==> config.mk <==
export PLATFORM = sky130hd
export DESIGN_NAME = tpw_router
export DESIGN_NICKNAME = d
export VERILOG_FILES = /design/src/tpw_router.v /design/src/tpw_sync.v
export VERILOG_INCLUDE_DIRS = /design/src
export SDC_FILE = /design/constraint.sdc
export NUM_CORES = 1
export LEC_CHECK = 0
export BUFFER_PORTS_ARGS = -buffer_cell sky130_fd_sc_hd__buf_2
export CAP_MARGIN = 40
export CORE_ASPECT_RATIO = 2
export CORE_UTILIZATION = 43
export DETAILED_ROUTE_END_ITERATION = 10
export GPL_ROUTABILITY_DRIVEN = 0
export PLACE_DENSITY = 0.73
export SLEW_MARGIN = 20
export SYNTH_ARGS = -nofsm -noshare
export SYNTH_HDL_FRONTEND = slang
export SYNTH_SLANG_ARGS = --single-unit
==> constraint.sdc <==
create_clock -name aclk -period 1.5 [get_ports aclk]
set_input_delay 0.15 -clock aclk [delete_from_list [all_inputs] [get_ports aclk]]
set_output_delay 0.15 -clock aclk [all_outputs]
set_load 0.05 [all_outputs]
==> src/tpw_defs.vh <==
// register offsets, field positions, reset values and vectors for the
// timer-source interrupt and wake-up router.
// assumes a 32-bit axi4-lite slave with one aligned word per register.
`ifndef TPW_DEFS_VH
`define TPW_DEFS_VH

// ==========================================================
// register byte addresses
`define TPW_ADDR_ENABLE   8'h00
`define TPW_ADDR_PENDING  8'h04
`define TPW_ADDR_CONTROL  8'h08
`define TPW_ADDR_STATUS   8'h0c

// ==========================================================
// enable and pending bit positions
`define TPW_BIT_CNT_A     3
`define TPW_BIT_CNT_B     4
`define TPW_BIT_CNT_C     5
`define TPW_BIT_HIGH      6
`define TPW_BIT_LOW       7
`define TPW_SRC_MASK      8'hf8

// ==========================================================
// control register fields
`define TPW_CTL_GIE       0
`define TPW_CTL_MODE_LSB  1
`define TPW_CTL_MODE_MSB  2

// ==========================================================
// power modes
`define TPW_MODE_NORMAL   2'h0
`define TPW_MODE_GREEN    2'h1
`define TPW_MODE_IDLE     2'h2
`define TPW_MODE_SLEEP    2'h3

// ==========================================================
// vectors and reset values
`define TPW_VEC_HIGH      10'h012
`define TPW_VEC_LOW       10'h015
`define TPW_VEC_CNT_A     10'h018
`define TPW_VEC_CNT_B     10'h01b
`define TPW_VEC_CNT_C     10'h01e
`define TPW_RST_ENABLE    8'h00
`define TPW_RST_PENDING   8'h00
`define TPW_RST_CONTROL   3'h0

`endif

==> src/tpw_router.v <==
// interrupt and wake-up router for five timer event sources.
// assumes event inputs are levels from the timer domain, edge detected here,
// and a core sequencer that takes vector_req with vector_ack.
//
// Local design decisions: the AXI4-Lite slave port and the register addresses.
`include "tpw_defs.vh"

module tpw_router (
   input  wire        aclk,
   input  wire        aresetn,
   // axi4-lite slave
   input  wire [7:0]  s_axi_awaddr,
   input  wire        s_axi_awvalid,
   output wire        s_axi_awready,
   input  wire [31:0] s_axi_wdata,
   input  wire [3:0]  s_axi_wstrb,
   input  wire        s_axi_wvalid,
   output wire        s_axi_wready,
   output reg  [1:0]  s_axi_bresp,
   output reg         s_axi_bvalid,
   input  wire        s_axi_bready,
   input  wire [7:0]  s_axi_araddr,
   input  wire        s_axi_arvalid,
   output wire        s_axi_arready,
   output reg  [31:0] s_axi_rdata,
   output reg  [1:0]  s_axi_rresp,
   output reg         s_axi_rvalid,
   input  wire        s_axi_rready,
   // timer events: {low, high, counter c, counter b, counter a}
   input  wire [4:0]  timer_event,
   // core sequencer side
   output reg         wake_core,
   output reg         next_instr_pulse,
   output reg         vector_req,
   output reg  [9:0]  vector_addr,
   input  wire        vector_ack,
   output reg         osc_run,
   output reg         main_counters_run,
   output reg         pulse_gen_run
);
   // ==========================================================
   // registers and wires
   reg  [7:0]  timer_source_interrupt_enable;
   reg  [7:0]  interrupt_pending_flags;
   reg         global_interrupt_enable;
   reg  [1:0]  power_mode;
   reg  [7:0]  aw_addr;
   reg         aw_held;
   reg  [31:0] w_data;
   reg  [3:0]  w_strb;
   reg         w_held;
   reg  [4:0]  evt_last;
   wire [4:0]  evt_sync;
   wire [4:0]  evt_rise;
   wire [7:0]  evt_bits;
   wire [7:0]  hit;
   wire        sleeping;
   wire        do_write;
   reg  [9:0]  next_vector;
   wire [9:0]  vec_tab [0:4];

   assign vec_tab[0] = `TPW_VEC_CNT_A;
   assign vec_tab[1] = `TPW_VEC_CNT_B;
   assign vec_tab[2] = `TPW_VEC_CNT_C;
   assign vec_tab[3] = `TPW_VEC_HIGH;
   assign vec_tab[4] = `TPW_VEC_LOW;

   // ==========================================================
   // event capture
   tpw_sync #(.WIDTH(5)) u_sync (
      .aclk     (aclk),
      .aresetn  (aresetn),
      .async_in (timer_event),
      .sync_out (evt_sync)
   );

   always @(posedge aclk) begin
      if (!aresetn) begin
         evt_last <= 5'h00;
      end else begin
         evt_last <= evt_sync;
      end
   end

   assign evt_rise = evt_sync & ~evt_last;
   assign evt_bits = {evt_rise, 3'h0};
   assign sleeping = (power_mode == `TPW_MODE_SLEEP);
   // enabled events only; sleep masks them since the timers are halted
   assign hit = evt_bits & timer_source_interrupt_enable &
                {8{~sleeping}};

   // ==========================================================
   // axi write channel: address and data taken in either order
   assign s_axi_awready = ~aw_held & ~s_axi_bvalid;
   assign s_axi_wready  = ~w_held & ~s_axi_bvalid;
   assign do_write      = aw_held & w_held & ~s_axi_bvalid;

   always @(posedge aclk) begin
      if (!aresetn) begin
         aw_held      <= 1'b0;
         w_held       <= 1'b0;
         aw_addr      <= 8'h00;
         w_data       <= 32'h0000_0000;
         w_strb       <= 4'h0;
         s_axi_bvalid <= 1'b0;
         s_axi_bresp  <= 2'h0;
      end else begin
         if (s_axi_awvalid && s_axi_awready) begin
            aw_held <= 1'b1;
            aw_addr <= s_axi_awaddr;
         end
         if (s_axi_wvalid && s_axi_wready) begin
            w_held <= 1'b1;
            w_data <= s_axi_wdata;
            w_strb <= s_axi_wstrb;
         end
         if (do_write) begin
            aw_held      <= 1'b0;
            w_held       <= 1'b0;
            s_axi_bvalid <= 1'b1;
            if (aw_addr == `TPW_ADDR_ENABLE ||
                aw_addr == `TPW_ADDR_PENDING ||
                aw_addr == `TPW_ADDR_CONTROL ||
                aw_addr == `TPW_ADDR_STATUS) begin
               s_axi_bresp <= 2'h0;
            end else begin
               s_axi_bresp <= 2'h2; // slverr on unmapped address
            end
         end else if (s_axi_bvalid && s_axi_bready) begin
            s_axi_bvalid <= 1'b0;
         end
      end
   end

   // ==========================================================
   // enable and control registers
   always @(posedge aclk) begin
      if (!aresetn) begin
         timer_source_interrupt_enable <= `TPW_RST_ENABLE;
         global_interrupt_enable       <= 1'b0;
         power_mode                    <= `TPW_MODE_NORMAL;
      end else begin
         if (do_write && w_strb[0]) begin
            if (aw_addr == `TPW_ADDR_ENABLE) begin
               timer_source_interrupt_enable <= w_data[7:0] &
                                                `TPW_SRC_MASK;
            end else if (aw_addr == `TPW_ADDR_CONTROL) begin
               global_interrupt_enable <= w_data[`TPW_CTL_GIE];
               power_mode <= w_data[`TPW_CTL_MODE_MSB:`TPW_CTL_MODE_LSB];
            end
         end
         // an idle core woken by any enabled source returns to normal
         if (|hit && power_mode == `TPW_MODE_IDLE) begin
            power_mode <= `TPW_MODE_NORMAL;
         end
      end
   end

   // ==========================================================
   // pending flags: write one to clear, a new event wins over the clear
   genvar gi;
   generate
      for (gi = 0; gi < 8; gi = gi + 1) begin : g_pend
         always @(posedge aclk) begin
            if (!aresetn) begin
               interrupt_pending_flags[gi] <= 1'b0;
            end else if (hit[gi]) begin
               interrupt_pending_flags[gi] <= 1'b1;
            end else if (do_write && w_strb[0] &&
                         aw_addr == `TPW_ADDR_PENDING &&
                         w_data[gi]) begin
               interrupt_pending_flags[gi] <= 1'b0;
            end
         end
      end
   endgenerate

   // ==========================================================
   // vector selection, lowest source bit has priority
   integer k;
   always @* begin
      next_vector = 10'h000;
      for (k = 4; k >= 0; k = k - 1) begin
         if (hit[k+3]) begin
            next_vector = vec_tab[k];
         end
      end
   end

   // ==========================================================
   // core sequencer outputs
   always @(posedge aclk) begin
      if (!aresetn) begin
         wake_core        <= 1'b0;
         next_instr_pulse <= 1'b0;
         vector_req       <= 1'b0;
         vector_addr      <= 10'h000;
      end else begin
         wake_core <= |hit && power_mode == `TPW_MODE_IDLE;
         next_instr_pulse <= |hit && !global_interrupt_enable;
         if (|hit && global_interrupt_enable && !vector_req) begin
            vector_req  <= 1'b1;
            vector_addr <= next_vector;
         end else if (vector_req && vector_ack) begin
            vector_req <= 1'b0;
         end
      end
   end

   // ==========================================================
   // clock gating requests per power mode
   always @(posedge aclk) begin
      if (!aresetn) begin
         osc_run           <= 1'b1;
         main_counters_run <= 1'b1;
         pulse_gen_run     <= 1'b1;
      end else begin
         osc_run           <= ~sleeping;
         main_counters_run <= ~sleeping;
         pulse_gen_run     <= ~sleeping;
      end
   end

   // ==========================================================
   // axi read channel
   assign s_axi_arready = ~s_axi_rvalid;

   always @(posedge aclk) begin
      if (!aresetn) begin
         s_axi_rvalid <= 1'b0;
         s_axi_rdata  <= 32'h0000_0000;
         s_axi_rresp  <= 2'h0;
      end else if (s_axi_arvalid && s_axi_arready) begin
         s_axi_rvalid <= 1'b1;
         s_axi_rresp  <= 2'h0;
         if (s_axi_araddr == `TPW_ADDR_ENABLE) begin
            s_axi_rdata <= {24'h0, timer_source_interrupt_enable};
         end else if (s_axi_araddr == `TPW_ADDR_PENDING) begin
            s_axi_rdata <= {24'h0, interrupt_pending_flags};
         end else if (s_axi_araddr == `TPW_ADDR_CONTROL) begin
            s_axi_rdata <= {29'h0, power_mode, global_interrupt_enable};
         end else if (s_axi_araddr == `TPW_ADDR_STATUS) begin
            s_axi_rdata <= {20'h0, vector_req, vector_addr, wake_core};
         end else begin
            s_axi_rdata <= 32'h0000_0000;
            s_axi_rresp <= 2'h2;
         end
      end else if (s_axi_rvalid && s_axi_rready) begin
         s_axi_rvalid <= 1'b0;
      end
   end
endmodule // tpw_router

==> src/tpw_sync.v <==
// two-flop synchroniser for a vector of event pulses from the timers.
// assumes the timers hold each event level at least two aclk cycles.
module tpw_sync #(
   parameter WIDTH = 5
) (
   input  wire             aclk,
   input  wire             aresetn,
   input  wire [WIDTH-1:0] async_in,
   output reg  [WIDTH-1:0] sync_out
);
   reg [WIDTH-1:0] meta;

   // ==========================================================
   // first stage is read only by the second stage
   always @(posedge aclk) begin
      if (!aresetn) begin
         meta     <= {WIDTH{1'b0}};
         sync_out <= {WIDTH{1'b0}};
      end else begin
         meta     <= async_in;
         sync_out <= meta;
      end
   end
endmodule // tpw_sync
==> run summary, run 1 <==
====================================================================================================
Outcome                                                                                 finished with violations
Violations in the final reports                                                         setup timing
Main synth FF type                                                                      sky130_fd_sc_hd__dfxtp_1
I/O Buffers                                                                                       64
CP max-delay cell                                                                       sky130_fd_sc_hd__nor4_4
Number of enable flip-flop cells after synthesis                                                   0
Clock-pin slew reported for the worst setup and hold paths after clock tree synthesis          50 ps
Final-report max-slew violation count                                                              0
Vias                                                                                            2443
Number of buffers inserted during clock tree synthesis                                             9
Routed wire length per instance                                                         13.4 microns
FF-to-FF End                                                                            interrupt_pending_flags[5]
Clock Latency Late Sink                                                                       330 ps
Worst Path Required                                                                          1700 ps
Post-route DRC violation count                                                                     0
Worst Slack Setup Final                                                                     -11.8 ps
Critical path type                                                                      register to register
Number of cells after detailed placement                                                         481
Share of cells above drive strength 1                                                          34.7%
Data arrival time at the worst-slack endpoint                                                1710 ps
Die area                                                                                  7240 sq um
Sequential fraction of the synthesis area                                                      46.7%
Final Routed Wirelength                                                                      6.74 mm
Die boundary height                                                                      119 microns
Per-instance average area after synthesis                                                 9.40 sq um
CTS H-tree depth                                                                                   3
Hold EP                                                                                 s_axi_rvalid
Class of the tightest hold or removal check                                             input port to register
Internal power consumption                                                                   3350 uW
Post-Place Worst Slack                                                                       -161 ps
Critical-path maximum fanout                                                                       5
Final hold violation count                                                                         0
Switching part of the total power                                                              25.2%
Post-synthesis sequential element count                                                           69
Critical path capture point type                                                            register
CTS tree                                                                                         yes
Startpoint of the tightest hold check path                                              s_axi_rready
DR vias/cell                                                                                    4.86
WHS Path Cells                                                                                     2
Overall track demand over capacity in global routing                                           19.6%
Cell leakage power                                                                        0.00172 uW
Cell class contributing the biggest share of worst-path delay                           simple AND/OR/NAND/NOR gates
Die width                                                                               60.7 microns
Number of instances in the synthesized netlist                                                   315
Maximum number of buffers from clock root to sink                                                  2
Growth of design area from synthesis to finish                                                 29.7%
Synthesized area                                                                          2960 sq um
Yosys cell types                                                                                  46
Post-layout instance count excluding filler cells                                                503
Proportion of power drawn by the clock network                                                 45.0%
Busiest layer in global routing                                                                 met2
Synth Warn #                                                                                       0
Sequence of cells on the critical path                                                  nor4_4 -> nand4_4 -> buf_4 -> nor3b_2 -> buf_4 -> a31oi_1
Number of sinks on the clock net                                                                  69
Total of endpoints with negative setup slack in the final report                                   4
Net switching power of the design                                                            1130 uW
First-pass iteration count of the detailed router                                                  4
Half-perimeter wire length of the detailed placement result                                  5.00 mm
Net count, final                                                                                 475
Most repeated library cell on the critical path                                         sky130_fd_sc_hd__buf_4
Met1 track demand over resource in global routing                                              16.4%
Buffering stage count on the worst path with inverters included                                    2
Pwr Density                                                                             1170 nW/um^2
Maximum single-stage delay on the critical path                                               350 ps
Standard-cell rows                                                                                42
Time the worst path needs with I/O delays and setup                                          1510 ps
Proportion of power drawn by combinational gates                                               11.7%
Critical path launch point type                                                             register
Reg-to-Reg Start                                                                          aw_addr[4]
RSZ-0062 raised after global routing                                                             yes
Global-route wire length before repair                                                       9.99 mm
Number of design-rule violations left by the first detailed-router iteration                     101
Congestion Overflow GR                                                                             0
Number of global-route vias before repair                                                       2235
Final period utilization                                                                        101%
Placeable Area                                                                            6620 sq um
Initial antenna violation count                                                                    0
Proportion of register bits with asynchronous set or reset after synthesis                        0%
Number of nets with antenna violations after routing                                               0
Worst setup skew after layout                                                                5.42 ps
Diodes inserted                                                                                    0
Post-layout total power                                                                      4480 uW
Global-route track usage on met3                                                               4.67%
Met2 Track Usage GR                                                                            34.6%
Power share of the sequential group                                                            43.4%
Cell chosen for the clock root                                                          sky130_fd_sc_hd__clkbuf_16
Worst R2R Setup Slack                                                                         -10 ps
Pin count of the biggest net entering global routing                                              31
Max Freq                                                                                     661 MHz
Worst supply voltage drop on vdd                                                            0.701 mV
Reported max-cap violation count                                                                   0
Starting density of the core                                                                   44.7%
Cell count of the worst reg-to-reg path                                                            6
I/O pin total                                                                                    122
====================================================================================================
==> how the worst max path moves through the flow <==
stage,end,cells past startpoint,slack [ps],from
after detailed placement,timer_source_interrupt_enable[3],5,-160,aw_addr[7]
after floorplan,timer_source_interrupt_enable[6],6,-50,s_axi_bvalid
final,interrupt_pending_flags[5],6,-10,aw_addr[4]
after global placement,timer_source_interrupt_enable[3],5,-140,aw_addr[7]
after global routing,timer_source_interrupt_enable[7],6,-110,aw_addr[4]
after CTS,timer_source_interrupt_enable[7],6,-5,aw_addr[4]
==> power groups by stage <==
stage | logic (uW) | clock network (uW) | registers [uW]
after floorplan | 423 | 0 | 1990
after global placement | 507 | 0 | 1970
after detailed placement | 514 | 0 | 1980
after CTS | 525 | 2050 | 1940
after global routing | 563 | 2120 | 1940
final | 523 | 2010 | 1940
==> cells by family after synthesis <==
| logic type | after synthesis | synth area share (%) |
|---|---|---|
| flops | 69 | 46.7 |
| mux | 25 | 8.66 |
| other cells | 1 | 0.127 |
| buf+inv | 50 | 10.8 |
| simple gates | 122 | 24.2 |
| compound gates | 48 | 9.55 |
==> registers in the layout (all words and copies together) (netlist names), 5 cells and up <==
name and flops:
s_axi_rdata 9, aw_addr 8, w_data 8, evt_last 5, interrupt_pending_flags 5, timer_source_interrupt_enable 5, u_sync.meta 5, u_sync.sync_out 5
vector_addr 5
==> stage by stage <==
stage,hold WS (ps),TNS (ps),util [%],instance area [sq um]
after floorplan,242,-228,-,3090
after global placement,342,-1240,52.2,3460
after detailed placement,351,-1700,52.2,3460
after CTS,10.2,-4.92,57.1,3780
after global routing,9.45,-1080,58.0,3840
final,12.0,-15.8,58.0,3840
==> placed cells by master (no fill, tap or decap), types with 2 or more instances in the layout <==
cell / instances
sky130_fd_sc_hd__buf_2: 64
sky130_fd_sc_hd__dfxtp_1: 63
sky130_fd_sc_hd__nand2_1: 31
sky130_fd_sc_hd__buf_4: 31
sky130_fd_sc_hd__conb_1: 30
sky130_fd_sc_hd__nor2_1: 25
sky130_fd_sc_hd__and2_1: 20
sky130_fd_sc_hd__mux2i_1: 20
sky130_fd_sc_hd__a21oi_1: 19
sky130_fd_sc_hd__clkbuf_16: 9
sky130_fd_sc_hd__o21ai_0: 7
sky130_fd_sc_hd__inv_1: 6
sky130_fd_sc_hd__nand3_1: 6
sky130_fd_sc_hd__a31oi_1: 5
sky130_fd_sc_hd__nor2b_1: 5
sky130_fd_sc_hd__mux2_2: 5
sky130_fd_sc_hd__dfxtp_2: 5
sky130_fd_sc_hd__nor3_4: 4
sky130_fd_sc_hd__nor3_1: 4
sky130_fd_sc_hd__a211oi_1: 4
sky130_fd_sc_hd__o21ai_1: 4
sky130_fd_sc_hd__clkbuf_8: 4
sky130_fd_sc_hd__a22o_1: 3
sky130_fd_sc_hd__clkbuf_1: 3
sky130_fd_sc_hd__nor2_4: 2
sky130_fd_sc_hd__nor4_4: 2
sky130_fd_sc_hd__nand3b_1: 2
sky130_fd_sc_hd__nand2b_1: 2
sky130_fd_sc_hd__o21a_1: 2
sky130_fd_sc_hd__nor2_2: 2
sky130_fd_sc_hd__nand4_1: 2
sky130_fd_sc_hd__buf_12: 2
sky130_fd_sc_hd__buf_6: 2
==> cell type report <==
| class | count | area, sq um |
|---|---|---|
| timing repair buffer | 99 | 616 |
| clock buffer | 16 | 292 |
| inverter | 6 | 22.5 |
| multi-input combinational | 225 | 1410 |
| fill | 611 | 2780 |
| sequential | 69 | 1390 |
| tap | 88 | 110 |
==> cell usage after synthesis (all sizes together) (6+ instances only) <==
library cell | number | share of area (%)
mux2i | 20 | 6.8
nand2 | 32 | 4.1
nor3 | 9 | 3.0
inv | 6 | 0.76
nand3 | 7 | 1.4
o21ai | 11 | 1.9
clkbuf | 8 | 1.0
dfxtp | 69 | 47
nor2 | 29 | 3.8
buf | 36 | 9.0
and2 | 21 | 4.4
a21oi | 20 | 3.4
==> metal layers <==
layer / wire length [microns] / share of wire, %
met1: 2340 / 35
met2: 3580 / 53
met3: 306 / 4.5
met4: 512 / 7.6
met5: 0 / 0
==> what timing repair did <==
action,4_1_cts,5_1_grt
pin swaps,3,6
buffers inserted,3,3
hold buffers,0,0
resized for setup,4,11
setup endpoints to repair,16,13
Power figures use the tool's default switching activity.
==> run 2: changes to the inputs <==
Settings changed: TNS_END_PERCENT from default to 20.
==> run 2 against run 1 <==
Against the previous run:
- worst hold slack improved by 10 ps
- critical path type unchanged
- final area fell by 1.9%
- count of clock-buffer cells in the layout fell by 3
- fmax fell by 2.7%
- critical endpoint is now timer_source_interrupt_enable[5]
- via count fell by 1.3%
- sequential power barely moved
- largest power group unchanged
- clock skew fell by 0.85 ps
- clock power rose by 7%
- first-iteration DRC count fell by 24%
- power rose by 2.7%
- sequential share of layout area rose by 0.57 points
- the run still ends with setup timing left
==> run summary, run 2 (same netlist as run 1, synthesis figures left out) <==
====================================================================================================
Worst hold slack                                                                             22.4 ps
CTS tree                                                                                         yes
CTS H-tree depth                                                                                   3
Post-layout total power                                                                      4600 uW
RSZ-0062 raised after global routing                                                             yes
Reg-to-Reg Start                                                                          aw_addr[7]
Critical-path maximum fanout                                                                       5
Die boundary height                                                                      119 microns
Data arrival time at the worst-slack endpoint                                                1770 ps
Clock Latency Late Sink                                                                       330 ps
Final period utilization                                                                        104%
Top library cells by usage in the layout, fill and taps aside                           sky130_fd_sc_hd__dfxtp_1, sky130_fd_sc_hd__buf_2, sky130_fd_sc_hd__nand2_1
Worst setup skew after layout                                                                4.58 ps
End of the critical path                                                                timer_source_interrupt_enable[5]
Final-report max-slew violation count                                                              0
Setup TNS after final layout                                                                 -328 ps
Share of cells above drive strength 1                                                          32.9%
Overall track demand over capacity in global routing                                           20.1%
Worst Path Required                                                                          1720 ps
Congestion Overflow GR                                                                             0
Register name with the most flops                                                        s_axi_rdata
Flip-flop count of the largest register after layout                                               9
Post-Place Worst Slack                                                                       -118 ps
Number of cells on the critical path                                                               6
Number of design-rule violations left by the first detailed-router iteration                      77
Largest registers ranked by flip-flop count                                             s_axi_rdata x9, aw_addr x8, w_data x8
Standard-cell rows                                                                                42
Routed wire length per instance                                                         13.3 microns
Total of endpoints with negative setup slack in the final report                                   8
Number of nets with antenna violations after routing                                               0
Critical path capture point type                                                            register
Global-route wire length before repair                                                       10.4 mm
Post-layout instance count excluding filler cells                                                495
First-pass iteration count of the detailed router                                                  4
Half-perimeter wire length of the detailed placement result                                  5.01 mm
Maximum single-stage delay on the critical path                                               370 ps
Proportion of power drawn by the clock network                                                 46.7%
I/O Buffers                                                                                       64
Max Freq                                                                                     643 MHz
Vias                                                                                            2411
Number of global-route vias before repair                                                       2345
Sequence of cells on the critical path                                                  nor4_4 -> nand4_4 -> nor3_4 -> buf_12 -> mux2i_1 -> nor2_1
Initial antenna violation count                                                                    0
Critical path launch point type                                                             register
Starting density of the core                                                                   44.7%
Net count, final                                                                                 467
Pin count of the biggest net entering global routing                                              30
Internal power consumption                                                                   3460 uW
Number of cells after detailed placement                                                         475
Most common cell after layout, fill and taps aside                                      sky130_fd_sc_hd__dfxtp_1
Proportion of power drawn by combinational gates                                               11.1%
Final hold violation count                                                                         0
Buffering stage count on the worst path with inverters included                                    1
Violations in the final reports                                                         setup timing
Worst R2R Setup Slack                                                                         -50 ps
Outcome                                                                                 finished with violations
Maximum number of buffers from clock root to sink                                                  2
Final-layout fill cell count                                                                     619
Cell leakage power                                                                        0.00169 uW
I/O pin total                                                                                    122
Placeable Area                                                                            6620 sq um
Pwr Density                                                                             1220 nW/um^2
Diodes inserted                                                                                    0
Time the worst path needs with I/O delays and setup                                          1550 ps
Worst setup startpoint                                                                    aw_addr[7]
Reported max-cap violation count                                                                   0
Worst supply voltage drop on vdd                                                            0.901 mV
Die width                                                                               60.7 microns
Growth of design area from synthesis to finish                                                 27.2%
FF-to-FF End                                                                            timer_source_interrupt_enable[5]
Worst Slack Setup Final                                                                     -54.2 ps
Cell count of the worst reg-to-reg path                                                            6
Cell class contributing the biggest share of worst-path delay                           simple AND/OR/NAND/NOR gates
Power share of the sequential group                                                            42.2%
Die area                                                                                  7240 sq um
Number of sinks on the clock net                                                                  69
DR vias/cell                                                                                    4.87
Switching part of the total power                                                              24.8%
Clock-pin slew reported for the worst setup and hold paths after clock tree synthesis          50 ps
Critical path type                                                                      register to register
Number of buffers inserted during clock tree synthesis                                             9
Post-route DRC violation count                                                                     0
Net switching power of the design                                                            1140 uW
Cell chosen for the clock root                                                          sky130_fd_sc_hd__clkbuf_16
Final Routed Wirelength                                                                      6.59 mm
Class of the tightest hold or removal check                                             input port to register
CP max-delay cell                                                                       sky130_fd_sc_hd__nor4_4
====================================================================================================
run 2: per-layer routing:
layer / up-vias / part of all wire [%] / wire length (microns) / global-route usage (%)
met1: 1123 / 33 / 2170 / 17.6
li1: 1179 / - / - / -
met4: 0 / 6.6 / 438 / 15.8
met2: 81 / 56 / 3710 / 36.0
met5: - / 0 / 0 / 0
met3: 28 / 4.2 / 276 / 4.56
run 2: worst reg2reg max path, stage by stage, from the launching register on:
cell	delay (ps)
sky130_fd_sc_hd__dfxtp_2	330
sky130_fd_sc_hd__nor4_4	380
sky130_fd_sc_hd__nand4_4	170
sky130_fd_sc_hd__nor3_4	180
sky130_fd_sc_hd__buf_12	150
sky130_fd_sc_hd__mux2i_1	190
sky130_fd_sc_hd__nor2_1	50
run 2: stage by stage:
step / utilization, % / area (sq um)
after CTS: 56.6 / 3750
final: 56.9 / 3770
after detailed placement: 51.3 / 3400
after global placement: 51.3 / 3400
after floorplan: - / 3080
after global routing: 56.9 / 3770
run 2: how the worst min path moves through the flow:
stage	endpoint	depth (start not counted)	slack, ps	from
floorplan	s_axi_rvalid	1	240	s_axi_rready
global placement	s_axi_rvalid	2	330	s_axi_rready
detailed placement	s_axi_rvalid	2	330	s_axi_rready
CTS	u_sync.meta[0]	2	20	timer_event[0]
global route	u_sync.meta[2]	2	20	timer_event[2]
finish	u_sync.meta[0]	2	20	timer_event[0]
run 2: final cells by class:
type	count	area, sq um	share of cell area, %
inverter	6	22.5	0.598
tap	88	110	2.92
sequential	69	1390	36.8
timing repair buffer	91	538	14.3
clock buffer	13	270	7.18
clock inverter	3	42.5	1.13
multi-input combinational	225	1400	37.1
run 2: power groups by stage:
stage / registers, uW / clock network, uW / logic, uW
3_5_place_dp: 1980 / 0 / 506
6_report: 1940 / 2150 / 512
2_1_floorplan: 1990 / 0 / 422
3_3_place_gp: 1980 / 0 / 498
5_1_grt: 1940 / 2280 / 555
4_1_cts: 1940 / 2180 / 510
run 2: repair_timing:
| action | in CTS | in global routing |
|---|---|---|
| pin swaps | 1 | 4 |
| buffers inserted | 3 | 0 |
| hold buffers | 1 | 0 |
| endpoints found under the hold margin | 1 | 0 |
| endpoints found under the setup margin | 15 | 20 |
| gates resized for setup | 4 | 4 |
==> run 3: changes to the inputs <==
Settings changed: CORE_UTILIZATION 43 to 45, CTS_BUF_LIST from default to sky130_fd_sc_hd__clkbuf_8, PLACE_DENSITY 0.73 to 0.76.
==> run 3 against run 2 <==
Against the previous run:
- the run now ends clean
- cell count is 0.81% lower
- sequential power hardly changed
- combinational power hardly changed
- utilization is 0.37 points higher
- largest power group is now registers
- highest routed layer unchanged
==> run summary, run 3 (same netlist as run 1, synthesis figures left out) <==
====================================================================================================
Share of cells above drive strength 1                                                          32.1%
Register name with the most flops                                                        s_axi_rdata
Placeable Area                                                                            6310 sq um
Standard-cell rows                                                                                41
Reg-to-Reg Start                                                                          aw_addr[7]
WHS Path Cells                                                                                     2
I/O Buffers                                                                                       64
Critical path launch point type                                                             register
Wl on met1                                                                                   2.30 mm
RSZ-0062 raised after global routing                                                             yes
Die boundary height                                                                      117 microns
Amount of wire on met2 after detailed routing                                                3.56 mm
Diodes inserted                                                                                    0
Worst setup skew after layout                                                                6.12 ps
Worst supply voltage drop on vdd                                                            0.603 mV
Amount of wire on met3 after detailed routing                                            247 microns
Reported max-cap violation count                                                                   0
Net count, final                                                                                 467
Die area                                                                                  6930 sq um
Maximum number of buffers from clock root to sink                                                  2
Total of endpoints with negative setup slack in the final report                                   0
CTS H-tree depth                                                                                   3
Post-route DRC violation count                                                                     0
Final-report max-slew violation count                                                              0
Top library cells by usage in the layout, fill and taps aside                           sky130_fd_sc_hd__dfxtp_1, sky130_fd_sc_hd__buf_2, sky130_fd_sc_hd__nand2_1
CTS tree                                                                                         yes
Top metal layer carrying routed signals                                                         met4
Number of cells after detailed placement                                                         476
Number of sinks on the clock net                                                                  69
DR vias/cell                                                                                    4.80
Global-route wire length before repair                                                       9.85 mm
Cell count of the worst reg-to-reg path                                                            6
Post-Place Worst Slack                                                                      -93.7 ps
Sequence of cells on the critical path                                                  nor4_4 -> nand4_4 -> nor3_4 -> buf_12 -> mux2i_1 -> nor2_1
Cell leakage power                                                                        0.00163 uW
First-pass iteration count of the detailed router                                                  4
Worst Slack Setup Final                                                                      1.93 ps
Critical path type                                                                      register to register
Clock Latency Late Sink                                                                       330 ps
Routed wire length per instance                                                         13.0 microns
Number of global-route vias before repair                                                       2213
CP max-delay cell                                                                       sky130_fd_sc_hd__nor4_4
Post-layout instance count excluding filler cells                                                491
Initial antenna violation count                                                                    0
Vias                                                                                            2358
Cell chosen for the clock root                                                          sky130_fd_sc_hd__clkbuf_8
Maximum single-stage delay on the critical path                                               350 ps
Number of nets with antenna violations after routing                                               0
Pwr Density                                                                             1030 nW/um^2
Final period utilization                                                                       99.9%
Final Routed Wirelength                                                                      6.36 mm
Critical path capture point type                                                            register
Total setup buffers inserted after CTS                                                             0
Worst Path Required                                                                          1730 ps
Critical-path maximum fanout                                                                       5
Half-perimeter wire length of the detailed placement result                                  4.94 mm
Startpoint of the tightest hold check path                                              timer_event[4]
Cell class contributing the biggest share of worst-path delay                           simple AND/OR/NAND/NOR gates
Max Freq                                                                                     668 MHz
Worst R2R Setup Slack                                                                           2 ps
Die width                                                                               59.4 microns
Post-layout total power                                                                      3710 uW
Class of the tightest hold or removal check                                             input port to register
Time the worst path needs with I/O delays and setup                                          1500 ps
Overall track demand over capacity in global routing                                           19.4%
Number of design-rule violations left by the first detailed-router iteration                      75
I/O pin total                                                                                    122
Outcome                                                                                 finished, final reports clean
Buffering stage count on the worst path with inverters included                                    1
Congestion Overflow GR                                                                             0
Pin count of the biggest net entering global routing                                              31
Hold EP                                                                                 u_sync.meta[4]
Flip-flop count of the largest register after layout                                               9
Most common cell after layout, fill and taps aside                                      sky130_fd_sc_hd__dfxtp_1
Largest registers ranked by flip-flop count                                             s_axi_rdata x9, aw_addr x8, w_data x8
Number of buffers inserted during clock tree synthesis                                             9
Data arrival time at the worst-slack endpoint                                                1730 ps
Clock-pin slew reported for the worst setup and hold paths after clock tree synthesis          70 ps
Growth of design area from synthesis to finish                                                 22.0%
Starting density of the core                                                                   46.9%
Setup TNS after final layout                                                                    0 ps
Final hold violation count                                                                         0
Worst hold slack                                                                             21.6 ps
FF-to-FF End                                                                            timer_source_interrupt_enable[7]
====================================================================================================
==> run 3: changes by cell type in the layout (fill, tap and decap cells not counted), sizes merged <==
| cell | previous run | this run |
|---|---|---|
| clkinvlp | 1 | 0 |
| clkinv | 1 | 2 |
| bufinv | 1 | 0 |
| clkbuf | 13 | 11 |
| inv | 6 | 7 |
==> run 3: how the worst max path moves through the flow <==
stage	to	slack, ps	startpoint	cells past startpoint
global placement	vector_addr[3]	-60	power_mode[0]	6
CTS	power_mode[0]	-30	aw_addr[7]	5
floorplan	timer_source_interrupt_enable[6]	-50	s_axi_bvalid	6
global route	power_mode[0]	-110	aw_addr[7]	5
finish	timer_source_interrupt_enable[7]	2	aw_addr[7]	6
detailed placement	vector_addr[3]	-90	power_mode[1]	6
==> run 3: worst reg2reg max path, cell delays in order, from the launching register on <==
cell and delay (ps):
sky130_fd_sc_hd__dfxtp_2 330, sky130_fd_sc_hd__nor4_4 350, sky130_fd_sc_hd__nand4_4 150, sky130_fd_sc_hd__nor3_4 180, sky130_fd_sc_hd__buf_12 150, sky130_fd_sc_hd__mux2i_1 190
sky130_fd_sc_hd__nor2_1 50
==> run 3: stage by stage <==
stage / utilization (%) / instance area (sq um)
6_report: 57.2 / 3610
5_1_grt: 57.2 / 3610
4_1_cts: 57.2 / 3610
3_5_place_dp: 54.4 / 3430
3_3_place_gp: 54.4 / 3430
2_1_floorplan: - / 3080
==> run 3: report_power, final <==
part           switching [uW]  internal, uW  leakage, uW
Sequential               45.0          1890     0.000563
Clock                     606           660    0.0000922
Combinational             368           142     0.000974
==> run 3: what timing repair did <==
item	CTS	global route
hold endpoints to repair	1	0
pin swaps	1	0
hold buffers	1	0
gates resized for setup	3	1
setup endpoints to repair	14	14
==> run 3: area by class of cell <==
type	count	area [sq um]
timing repair buffer	91	551
inverter	6	22.5
multi-input combinational	225	1380
sequential	69	1390
clock inverter	3	13.8
tap	86	108
clock buffer	11	151
fill	578	2700
==> run 3: layer usage <==
| metal | vias up | track usage (%) |
|---|---|---|
| met3 | 18 | 4.76 |
| met4 | 0 | 11.1 |
| met5 | - | 0 |
| met1 | 1086 | 17.8 |
| li1 | 1179 | - |
| met2 | 75 | 36.8 |
